$ cat src/osf_regs.svh
`ifndef OSF_REGS_SVH
`define OSF_REGS_SVH
// Register byte offsets
`define OSF_CTRL_OFF 12'h000
`define OSF_STATE_OFF 12'h004
`define OSF_APP_OFF 12'h008
`define OSF_FBVAL_OFF 12'h00C
`define OSF_SPECIAL_OFF 12'h010
`define OSF_ALARM_OFF 12'h014
`define OSF_FEN_OFF 12'h018
`define OSF_FVAL_OFF 12'h01C
`define OSF_STATUS_OFF 12'h020
`define OSF_CLUSTER_OFF 12'h024
`define OSF_IMAGE_OFF 12'h028
`define OSF_CMD_OFF 12'h02C
// CTRL fields
`define OSF_CTRL_HOLD 0
`define OSF_CTRL_REARM 1
`define OSF_CTRL_ALARM_EN 2
// CMD fields (write pulses)
`define OSF_CMD_COLD 0
`define OSF_CMD_WARM 1
`define OSF_CMD_DOWNLOAD 2
// Rearm period
`define OSF_REARM_MS 1000
`define OSF_CLK_MHZ 100
`define OSF_REARM_CYC (`OSF_REARM_MS * 1000 * `OSF_CLK_MHZ)
`endif

$ cat src/osf_pkg.sv
package osf_pkg;
   typedef enum logic [2:0] {
      OSF_BOOTING,
      OSF_EMPTY,
      OSF_POWERLESS,
      OSF_STOPPED,
      OSF_HALTED,
      OSF_RUNNING
   } osf_ctl_state_e;
   typedef struct packed {
      logic [15:0] hold_app;
      logic [15:0] fb_val;
      logic [15:0] special;
      logic [15:0] fen;
      logic [15:0] fval;
      logic [15:0] image;
      logic [15:0] pins;
      logic [3:0] grp_trip;
      logic [3:0] cluster;
      logic err_flag;
      logic hold;
      logic rearm_en;
      logic alarm_en;
      logic [3:0] alarm_idx;
      logic [2:0] state;
      logic was_run;
      logic [31:0] rearm_cnt;
      logic [31:0] prdata;
   } osf_st_s;
endpackage

$ cat src/osf_output_state_fallback_control.sv
// Decided for this implementation: the APB register port and the register addresses.
`timescale 1ns/10ps
`include "osf_regs.svh"
// Overview of operation
// - In running state each output follows the application value.
// - Boot, powerless: source low, sink high, relay open.
// - After download, warm or cold start outputs follow fallback strategy.
// - Leaving running to stopped or halted applies and keeps fallback values.
// - Hold clear gives configured fallback; hold set keeps last value.
// - Pulse and reflex outputs go inactive (source low, sink high) when holding is selected.
// - Alarm output never falls back; in stopped and halted it keeps the application value.
// - All outputs but the alarm and held sink-type counter or pulse outputs zero after download; unforced outputs zero in empty state.
// - Output image always mirrors the values driven on the pins.
// - Counter or pulse outputs go inactive in fallback with hold set: source low, sink high.
// - Forced outputs take their forced value over every other source except a group trip.
// - Cold start or download releases all forcing.
// - Forcing survives online changes and programming tool disconnection.
// - Forcing ignored on outputs owned by counter or pulse functions.
// - Group fault drives group to zero; rearm retries once per second.
// - Sink type outputs are never rearmed automatically.
// - Only a true output shorted to zero volts is flagged.
// - Faults set the error flag and record the cluster word.
// - Rearm only when rearm enable bit is one; resets to zero.
module osf_output_state_fallback_control
   import osf_pkg::*;
#(
   parameter int NOUT = 16,
   parameter int NGRP = 4,
   parameter logic [15:0] SINK_MASK = 16'h0000,
   parameter logic [15:0] RELAY_MASK = 16'h0000,
   parameter int REARM_CYC = `OSF_REARM_CYC
) (
   input wire logic pclk, // Bus clock
   input wire logic presetn, // Async reset, active low
   input wire logic psel, // APB select
   input wire logic penable, // APB enable
   input wire logic pwrite, // APB direction
   input wire logic [11:0] paddr, // APB byte address
   input wire logic [31:0] pwdata, // APB write data
   output logic [31:0] prdata, // APB read data
   output logic pready, // APB ready
   output logic pslverr, // APB error
   input wire logic [NOUT-1:0] short_in, // Per-output short sense, async
   input wire logic [NOUT-1:0] app_val, // Application output values
   output logic [NOUT-1:0] out_drive // Logical output drive
);
   localparam int GW = NOUT / NGRP;

   osf_st_s q, d;
   logic [NOUT-1:0] sh1, sh2, sh3, sh_ok;
   logic wr, rd;
   logic [NOUT-1:0] init_v, fb_eff, base, forced, grp_mask, alarm_bit, sh_trip;
   logic [NOUT-1:0] app_eff;
   logic [NGRP-1:0] grp_fault;
   logic cold, warm, dl;

   assign wr = psel && penable && pwrite;
   assign rd = psel && !penable && !pwrite;
   assign pready = 1'b1;
   assign pslverr = 1'b0;
   assign prdata = q.prdata;
   assign out_drive = q.pins;
   assign cold = wr && paddr == `OSF_CMD_OFF && pwdata[`OSF_CMD_COLD];
   assign warm = wr && paddr == `OSF_CMD_OFF && pwdata[`OSF_CMD_WARM];
   assign dl = wr && paddr == `OSF_CMD_OFF && pwdata[`OSF_CMD_DOWNLOAD];

   // Short sense synchroniser, three stages
   always_ff @(posedge pclk or negedge presetn) begin
      if (!presetn) begin
         sh1 <= '0;
         sh2 <= '0;
         sh3 <= '0;
         sh_ok <= '0;
      end else begin
         sh1 <= short_in;
         sh2 <= sh1;
         sh3 <= sh2;
         for (int i = 0; i < NOUT; i++) begin
            if (sh2[i] == sh3[i]) begin
               sh_ok[i] <= sh3[i];
            end
         end
      end
   end

   genvar g;
   generate
      for (g = 0; g < NGRP; g++) begin : grp
         assign grp_fault[g] = |(sh_ok[g*GW +: GW] & q.pins[g*GW +: GW] & ~SINK_MASK[g*GW +: GW]);
         assign grp_mask[g*GW +: GW] = {GW{q.grp_trip[g]}};
      end
   endgenerate

   always_comb begin
      alarm_bit = '0;
      if (q.alarm_en) begin
         alarm_bit[q.alarm_idx] = 1'b1;
      end
   end

   assign init_v = SINK_MASK & ~RELAY_MASK;

   always_comb begin
      for (int i = 0; i < NOUT; i++) begin
         if (q.special[i]) begin
            fb_eff[i] = q.hold ? SINK_MASK[i] : q.fb_val[i];
         end else begin
            fb_eff[i] = q.hold ? q.hold_app[i] : q.fb_val[i];
         end
      end
      fb_eff = fb_eff & ~alarm_bit;
   end

   assign app_eff = app_val;

   always_comb begin
      unique case (osf_ctl_state_e'(q.state))
         OSF_RUNNING: base = app_eff;
         OSF_EMPTY: base = '0;
         OSF_BOOTING, OSF_POWERLESS: base = init_v;
         OSF_STOPPED, OSF_HALTED: base = (fb_eff & ~alarm_bit) | (app_eff & alarm_bit);
         default: base = init_v;
      endcase
   end

   assign forced = (base & ~(q.fen & ~q.special)) | (q.fval & q.fen & ~q.special);
   assign sh_trip = forced & ~grp_mask;

   always_comb begin
      d = q;
      d.prdata = '0;
      d.pins = sh_trip;
      d.image = sh_trip;
      if (q.state == OSF_RUNNING) begin
         d.hold_app = app_eff;
      end
      if (wr) begin
         unique case (paddr)
            `OSF_CTRL_OFF: begin
               d.hold = pwdata[`OSF_CTRL_HOLD];
               d.rearm_en = pwdata[`OSF_CTRL_REARM];
               d.alarm_en = pwdata[`OSF_CTRL_ALARM_EN];
            end
            `OSF_STATE_OFF: d.state = pwdata[2:0];
            `OSF_FBVAL_OFF: d.fb_val = pwdata[15:0];
            `OSF_SPECIAL_OFF: d.special = pwdata[15:0];
            `OSF_ALARM_OFF: d.alarm_idx = pwdata[3:0];
            `OSF_FEN_OFF: d.fen = pwdata[15:0];
            `OSF_FVAL_OFF: d.fval = pwdata[15:0];
            `OSF_STATUS_OFF: d.err_flag = 1'b0;
            `OSF_CLUSTER_OFF: d.cluster = '0;
            default: ;
         endcase
      end
      if (rd) begin
         unique case (paddr)
            `OSF_CTRL_OFF: d.prdata = {29'h0, q.alarm_en, q.rearm_en, q.hold};
            `OSF_STATE_OFF: d.prdata = {29'h0, q.state};
            `OSF_APP_OFF: d.prdata = {16'h0, app_eff};
            `OSF_FBVAL_OFF: d.prdata = {16'h0, q.fb_val};
            `OSF_SPECIAL_OFF: d.prdata = {16'h0, q.special};
            `OSF_ALARM_OFF: d.prdata = {28'h0, q.alarm_idx};
            `OSF_FEN_OFF: d.prdata = {16'h0, q.fen};
            `OSF_FVAL_OFF: d.prdata = {16'h0, q.fval};
            `OSF_STATUS_OFF: d.prdata = {31'h0, q.err_flag};
            `OSF_CLUSTER_OFF: d.prdata = {28'h0, q.cluster};
            `OSF_IMAGE_OFF: d.prdata = {16'h0, q.image};
            default: d.prdata = '0;
         endcase
      end
      if (cold || warm || dl) begin
         d.state = OSF_STOPPED;
         d.hold_app = '0;
      end
      if (dl) begin
         d.fb_val = '0;
      end
      if (cold || dl) begin
         d.fen = '0;
         d.fval = '0;
         d.rearm_en = 1'b0;
      end
      if (q.rearm_cnt >= 32'(REARM_CYC - 1)) begin
         d.rearm_cnt = '0;
         if (q.rearm_en) begin
            for (int k = 0; k < NGRP; k++) begin
               if (!(|SINK_MASK[k*GW +: GW])) begin
                  d.grp_trip[k] = 1'b0;
               end
            end
         end
      end else begin
         d.rearm_cnt = q.rearm_cnt + 32'h0000_0001;
      end
      for (int k = 0; k < NGRP; k++) begin
         if (grp_fault[k]) begin
            d.grp_trip[k] = 1'b1;
            d.cluster[k] = 1'b1;
            d.err_flag = 1'b1;
         end
      end
   end

   always_ff @(posedge pclk or negedge presetn) begin
      if (!presetn) begin
         q <= '0;
      end else begin
         q <= d;
      end
   end
endmodule

$ cat config.mk
export PLATFORM = sky130hd
export DESIGN_NAME = osf_output_state_fallback_control
export DESIGN_NICKNAME = d
export VERILOG_FILES = /design/src/osf_pkg.sv /design/src/osf_output_state_fallback_control.sv
export VERILOG_INCLUDE_DIRS = /design/src
export SDC_FILE = /design/constraint.sdc
export NUM_CORES = 1
export LEC_CHECK = 0
export ABC_AREA = 1
export ABC_CLOCK_PERIOD_IN_PS = 3080
export BUFFER_PORTS_ARGS = -buffer_cell sky130_fd_sc_hd__buf_4
export CAP_MARGIN = 10
export CORE_MARGIN = 4
export CORE_UTILIZATION = 50
export CTS_CLUSTER_SIZE = 10
export DETAILED_ROUTE_END_ITERATION = 16
export PLACE_DENSITY = 0.78
export REMOVE_ABC_BUFFERS = 1
export SKIP_CTS_REPAIR_TIMING = 1
export SLEW_MARGIN = 10
export SYNTH_ARGS = -nofsm -noshare
export SYNTH_HDL_FRONTEND = slang
export SYNTH_SLANG_ARGS = --single-unit
$ cat constraint.sdc
create_clock -name pclk -period 3.08 [get_ports pclk]
set_input_delay 0.616 -clock pclk [delete_from_list [all_inputs] [get_ports pclk]]
set_output_delay 0.616 -clock pclk [all_outputs]
set_load 0.05 [all_outputs]
**After elaboration in Yosys (flattened, before gate mapping)**

Cells that the tools add are included.

- Output and inout bits: 50
- Logic and storage cells: 242
- Memories kept: 0
- Latch bits: 0
- Register bits: 243
- Bits in read-only memories: 0
- Input bits: 81
- RAM bits: 0

- $add $sub $neg: 1
- Reductions and logical operators: 64
- Multipliers: 0
- Mux-type cells: 85
- Divide/modulo/power cells: 0
- Magnitude comparators: 3
- Bitwise gates (word level): 18
- Equality and inequality tests: 30
- Shift-type cells: 0

Operators with widths:

| cell | number |
|---|---|
| 16-bit case mux with 11 select lines | 1 |
| 16-bit 2-to-1 mux | 9 |
| 16-bit bitwise AND | 8 |
| 32-bit 2-to-1 mux | 2 |
| 64-bit 2-to-1 mux | 1 |
| 16-bit inverter | 4 |
| 1-bit 2-to-1 mux | 61 |
| 2-bit nonzero test | 25 |
| 12-bit by 5-bit == test with 1-bit output, second input constant | 4 |
| 12-bit by 6-bit == test with 1-bit output, second input constant | 4 |
| 2-bit AND reduction | 17 |
| 32-bit by 1-bit adder with 32-bit output, second input constant | 1 |
| 32-bit by 27-bit greater-or-equal comparator with 1-bit output, second input constant | 1 |
| 16-bit OR | 2 |
| 16-bit case mux with 2 select lines | 1 |
| 12-bit by 4-bit == test with 1-bit output, second input constant | 2 |
| 4-bit bitwise AND | 4 |
| 1-bit == test | 16 |
| 4-bit 2-to-1 mux | 4 |
| 4-bit OR reduction | 4 |
| 15-bit 2-to-1 mux | 1 |
| 12-bit by 3-bit == test with 1-bit output, second input constant | 1 |
| 12-bit logical NOT | 1 |
| 5-bit nonzero test | 2 |
| 11 further kinds | 25 |

**Logic depth before layout (Yosys ltp)**

Gate-level depths: netlist of the first run.

- Depth in word-level cells: 13
- Gate-level depth with buffers: 12
- Mapped depth without buffers: 11

**Least setup slack after synthesis of the first run**

OpenSTA, ideal clock, no wires.

- Path kind: input to register
- Start point: input paddr[8]
- End point: register q[177] (netlist bit)
- Library setup time: 0.117 ns
- Data required time: 2.963 ns
- Stages on the path: 11
- Data arrival time: 1.729 ns
- Path buffers: 1
- Path slack: 1.234 ns
- Path through: inv_1 > nand2_1 > nor2_4 > nand2_2 > nor3_4 > nand2_2 > nand2_2 > nand2_4 > buf_6 > nand2_2 > nand2_1

- Longest elaborated chain between the ends: 5
- Elaborated cells between the ends (all ways): 8
- Classes of those cells: 2 x eq/ne; 1 x mux; 5 x reduce/logical

RTL lines:

| what | line | source |
|---|---|---|
| start: declaration | osf_output_state_fallback_control.sv:38 | `input wire logic [11:0] paddr,` |
| 12-bit by 6-bit == test with 1-bit output (no line) | n/a |  |
| 1-bit logical AND (no line) | n/a |  |
| 1-bit logical AND | osf_output_state_fallback_control.sv:65 | `` assign dl = wr && paddr == `OSF_CMD_OFF && pwdata[`OSF_CMD_DOWNLOAD]; `` |
| 2-bit nonzero test (no line) | n/a |  |
| 2-bit AND reduction (no line) | n/a |  |
| end signal: assignment | osf_output_state_fallback_control.sv:206 | `q <= '0;` |
| end signal: assignment | osf_output_state_fallback_control.sv:208 | `q <= d;` |
| end: declaration | osf_output_state_fallback_control.sv:49 | `osf_st_s q, d;` |

Parallel ways exist; a longest one is shown, timed or not.
A chain may end at the register's enable or synchronous reset.

**Worst setup path after layout of the first run**

- Start point: register q[32] (netlist bit)
- End point: register q (netlist bit grp_mask[12])

- Longest elaborated chain between the ends: 3

RTL lines:

| what | line | source |
|---|---|---|
| 32-bit by 27-bit greater-or-equal comparator with 1-bit output | osf_output_state_fallback_control.sv:183 | `if (q.rearm_cnt >= 32'(REARM_CYC - 1)) begin` |
| 2-bit nonzero test (no line) | n/a |  |
| 2-bit AND reduction (no line) | n/a |  |

No other way between the ends.

==> out/results.ini, run 1 <==
[status]
status=completed

[routing]
wl_per_cell_um=17.0
avgViaCountPerCell=5.30
drtIter0Drc=757
drt-pass1-iter-count=5
wl_mm=30.2
ant_nets=0
via_count=9436
drc_errors=0

[power]
cellPowerDensity_nw_per_um2=494
p_total_uw=6280
power_leakage_uw=0.00643
peakVddDrop_uv=410

[critical_path]
rr_worst_depth=10
required_ns=3.46
end_kind=register
cp-startpoint=q[32]
arrival_ns=2.67
r2r_slack_ns=0.79
crit_fanout=14
timing.rr.start=q[32]
worst_setup_path_start_kind=register
crit_type=reg -> reg

[final_layout]
seq_area_um2=5680
final_nets=1578
drive_above_1_share_pct=13.5
insertedDiodeCount=0
final_util_pct=58.3
fillers=1990
multi_input_area_um2=4310
syn_to_final_growth_pct=14.4
final_cells=1780

[placed_design]
portBuffers=96
placedCellCount=1747
dp_hpwl_mm=21.2
gp_congestion=0.923

[yosys]
synth_edf_count=0
synth_top_area_share_pct=51.1
yosysTopAreaCell=dfrtp_1
synthTopCellsByArea=dfrtp_1 51%, nand2_1 16%, inv_1 5.6%, nand3_1 4.1%, nor2_1 4.0%
synthFlopType=dfrtp_1
syn_area_um2=11100
synthDistinctLibCells=38
synthCells=1403
yosysSeqAreaShare_pct=51.1
yosysWarningCount=0
ys_seq_elements=227
syn_area_per_cell_um2=7.93
synthTopCellsByCount=470 x nand2_1, 227 x dfrtp_1, 166 x inv_1, 120 x nor2_1, 91 x nand3_1
synth_most_common_cell=nand2_1
async_flop_share_pct=100

[die]
die_h_um=157
fp.dieW_um=157
ios=131
rows=54
die-area_um2=24700
start_util_pct=51.0
core-area_um2=21800

[global_routing]
antenna_found_initial=0
grt.overflow.total=0
grt_max_degree=92
grt_pass1_wl_mm=47.4
grt.total_usage_pct=24.4
grt_pass1_vias=9195

[cts]
clock-sinks=227
numCtsBuffers=27
cts_tree=done
worstSkewPairLatency_ns=0.54
cts_root_buf=clkbuf_16
cts_buffer_depth=3
path_clk_slew_ns=0.05
htree_levels=1

[sta]
fin_skew_ns=0.0247
finalCritPeriodShare_pct=74.4
setup_tns_ns=0
maxSlewViolCount=0
period_needed_ns=2.29
fmax_ghz=0.437
maxSlewHeadroom_pct=30.5
worstMarginPinSlew_ns=1.03
worst_hold_slack_ns=0.0992
hold_violations=0
finalSetupViolations=0
rsz0062_at_grt=false

[job]
drv_cap=0

[hold_path]
hold_class=in -> async

[state kept, by name, indices dropped and copies added (netlist names)]
register	cells
out_drive	16
q	127
sh2	16
sh_ok	16
sh1	16
grp_mask	4
sh3	16
prdata	16
[layer usage]
metal	wire, um	GRT usage (%)	vias to the layer above
met5	0	0	-
met4	1110	9.38	0
met3	2740	4.59	89
met2	14300	40.2	461
met1	12100	32.2	4406
li1	-	-	4480
[power by group]
group,switching (uW),leakage [uW],internal [uW],total (uW)
sequential,50.6,0.00290,3070,3120
clock,1150,0.000364,1620,2770
combinational,258,0.00317,127,385
total,1460,0.00643,4820,6280
[layout by cell type, fill, tap and decap left out, types with 16 or more instances in the layout]
cell type and count:
nand2_1 470, dfrtp_1 227, inv_1 166, buf_4 122, nor2_1 119, nand3_1 91, o21ai_0 78, clkbuf_16 27
nor3_1 25, conb_1 23, nand2_2 22, a31oi_1 16, maj3_1 16
[through the flow]
stage               setup slack [ns]  cell area, um2
detailed placement             0.401           12000
floorplan                      0.455           10600
global route                   0.549           12700
finish                         0.789           12700
global placement               0.510           12000
CTS                            0.773           12700
[worst max-delay path: stages (launching register included)]
cell and delay (ns):
dfrtp_1 0.40, ha_1 0.21, nand3_1 0.19, nor2_1 0.23, inv_1 0.09, nand2_1 0.08
nand3_1 0.09, nand2_1 0.39, nand2_1 0.30, nand2_1 0.13, nand2_1 0.05
[final timing paths]
path / end
worst min register to register: sh2[2]
worst max-delay path: grp_mask[12]
max in group asynchronous: sh3[15]
worst min-delay path: sh_ok[3]
worst max register to register: grp_mask[12]
min in group pclk: sh1[0]
[layout make-up]
cell class / instances / share of cell area [%]
Clock inverter: 2 / 0.138
Timing Repair Buffer: 126 / 7.79
Inverter: 172 / 5.08
Multi-Input combinational cell: 942 / 33.9
Tap cell: 280 / 2.75
Sequential cell: 227 / 44.7
Clock buffer: 31 / 5.67
[cell families after synthesis]
family,count (synthesis),synth area share [%]
and+or+nand+nor,764,29.0
buffers and inverters,255,10.9
DFF,227,51.1
AOI/OAI and AO/OA,122,6.13
adders and majority gates,17,1.55
xor gates and xnor gates,16,1.26
other,2,0.0675
Power figures use the tool's default switching activity.
==> run 2, diff against run 1 <==
ABC_CLOCK_PERIOD_IN_PS = 2300   (was 3080)
clock period = 2.3 ns   (was 3.08 ns; I/O delays follow)
==> run 2 against run 1 <==
  * Cell count up 1.0%
  * Clock skew is 0.0034 ns lower
  * Utilization is 0.82 points higher
  * Via count fell by 0.66%
  * Combinational power increased by 35%
  * Critical path depth unchanged
  * Fmax increased by 22%
  * Global-route usage shrank 0.25 points
  * Sequential share of layout area shrank 0.62 points
  * Count of clock-buffer cells in the layout grew 3
  * Register-to-register slack got worse by 0.37 ns
  * Largest cell class unchanged
  * Highest routed layer unchanged
==> out/results.ini, run 2 (synthesis results as in run 1) <==
[hold_path]
hold_class=in -> reg
hold_depth=1

[routing]
via_count=9374  ; -0.66%
wl_per_cell_um=16.4  ; -3.1%
avgViaCountPerCell=5.21  ; -1.7%
drc_errors=0  ; unchanged
ant_nets=0  ; unchanged
wl_mm=29.6  ; -2.1%
drtIter0Drc=861  ; +14%
drt-pass1-iter-count=4  ; -1

[die]
ios=131  ; unchanged
core-area_um2=21800  ; unchanged
die-area_um2=24700  ; unchanged
start_util_pct=51.0  ; unchanged
rows=54  ; unchanged
fp.dieW_um=157  ; unchanged
die_h_um=157  ; unchanged

[global_routing]
antenna_found_initial=0  ; unchanged
grt_pass1_wl_mm=47.2  ; -0.36%
grt_pass1_vias=9312  ; +1.3%
grt.overflow.total=0  ; unchanged
grt_max_degree=64  ; -30%
grt.total_usage_pct=24.1  ; -0.25 points

[cts]
htree_levels=1  ; unchanged
cts_root_buf=clkbuf_16
clock-sinks=227  ; unchanged
worstSkewPairLatency_ns=0.54  ; about the same
cts_tree=done
cts_buffer_depth=3  ; unchanged
path_clk_slew_ns=0.06  ; about the same
numCtsBuffers=27  ; unchanged

[sta]
maxSlewHeadroom_pct=27.9  ; -2.6 points
maxSlewViolCount=0  ; unchanged
setup_slack_ns=0.420  ; -0.369 ns
fin_skew_ns=0.0213  ; -0.00343 ns
period_needed_ns=1.88  ; -0.411 ns
finalCritPeriodShare_pct=81.7  ; +7.4 points
fmax_ghz=0.532  ; +22%
hold_violations=0  ; unchanged
finalSetupViolations=0  ; unchanged
rsz0062_at_grt=false
worstMarginPinSlew_ns=1.08  ; +0.0468 ns

[final_layout]
drive_above_1_share_pct=14.1  ; +0.56 points
largest_reg_flops=127  ; unchanged
syn_to_final_growth_pct=16.0
fin_area_um2=12900  ; +1.4%
insertedDiodeCount=0  ; unchanged
layout_common_cells=470 x nand2_1, 227 x dfrtp_1, 166 x inv_1
final_nets=1593  ; +0.95%
final_common_cell=nand2_1
top_register=q

[placed_design]
dpl-instance-area_um2=12100  ; +0.96%
portBuffers=96  ; unchanged
place_ws_ns=0.173  ; -0.228 ns
dp_hpwl_mm=20.8  ; -1.7%
gp_congestion=0.961  ; +4.1%

[status]
status=completed

[critical_path]
critical_path.top_delay_family=simple AND/OR/NAND/NOR gates
cp_num_buf_inv=1  ; unchanged
slowest_delay_ns=0.38  ; -0.02 ns
crit_fanout=4  ; -10
crit_path_frequent_cell=nand2_1
critical_path_depth=10  ; unchanged
crit_type=reg -> reg
arrival_ns=2.27  ; -0.40 ns
rr_worst_depth=10  ; unchanged
cp_cell_sequence=ha_1, nand3_1, nor2_1, inv_1, nand2_1, nand3_1, nand2_1, nand2_1, nand2_1, nand2_1
end_kind=register
slowest_stage=dfrtp_1
worst_setup_path_start_kind=register
required_ns=2.69  ; -0.77 ns

[power]
cellPowerDensity_nw_per_um2=662  ; +34%
peakVddDrop_uv=469  ; +14%
power_leakage_uw=0.00652  ; +1.4%

[job]
drv_cap=0  ; unchanged

[run 2: final timing paths]
kind,start,end,slack (ns)
setup / recovery,q[32],grp_mask[0],0.42
hold / removal,short_in[0],sh1[0],0.02
setup reg to reg,q[32],grp_mask[0],0.42
hold reg to reg,sh1[4],sh2[4],0.34
max in group asynchronous,presetn,sh2[9],1.14
min in group asynchronous,presetn,sh3[3],0.46
[run 2: stage by stage]
step	power, uW	instances	hold slack [ns]	TNS, ns	util [%]
4_1_cts	8610	1795	-0.113	0	59.0
3_3_place_gp	4750	1759	0.331	0	55.4
2_1_floorplan	4480	1341	0.164	-1.93	-
5_1_grt	8850	1798	0.00151	0	59.1
6_report	8540	1798	0.0208	0	59.1
3_5_place_dp	4770	1759	0.335	0	55.4
[run 2: per-layer routing]
metal / vias up / routed length, um / GRT usage [%]
met5: - / 0 / 0
met1: 4384 / 12100 / 32.2
li1: 4507 / - / -
met2: 397 / 13600 / 38.4
met3: 86 / 2620 / 5.66
met4: 0 / 1210 / 9.71
[run 2: layout make-up]
type	instances	area, um2
fill	1897	8930
sequential	227	5680
multi-input combinational	942	4310
timing repair buffer	141	1140
clock buffer	34	722
inverter	172	646
tap	280	350
clock inverter	2	50.0
[run 2: power breakdown]
part / switching (uW) / internal [uW]
registers: 66.8 / 4120
clock network: 1550 / 2280
logic: 343 / 177
total: 1960 / 6580
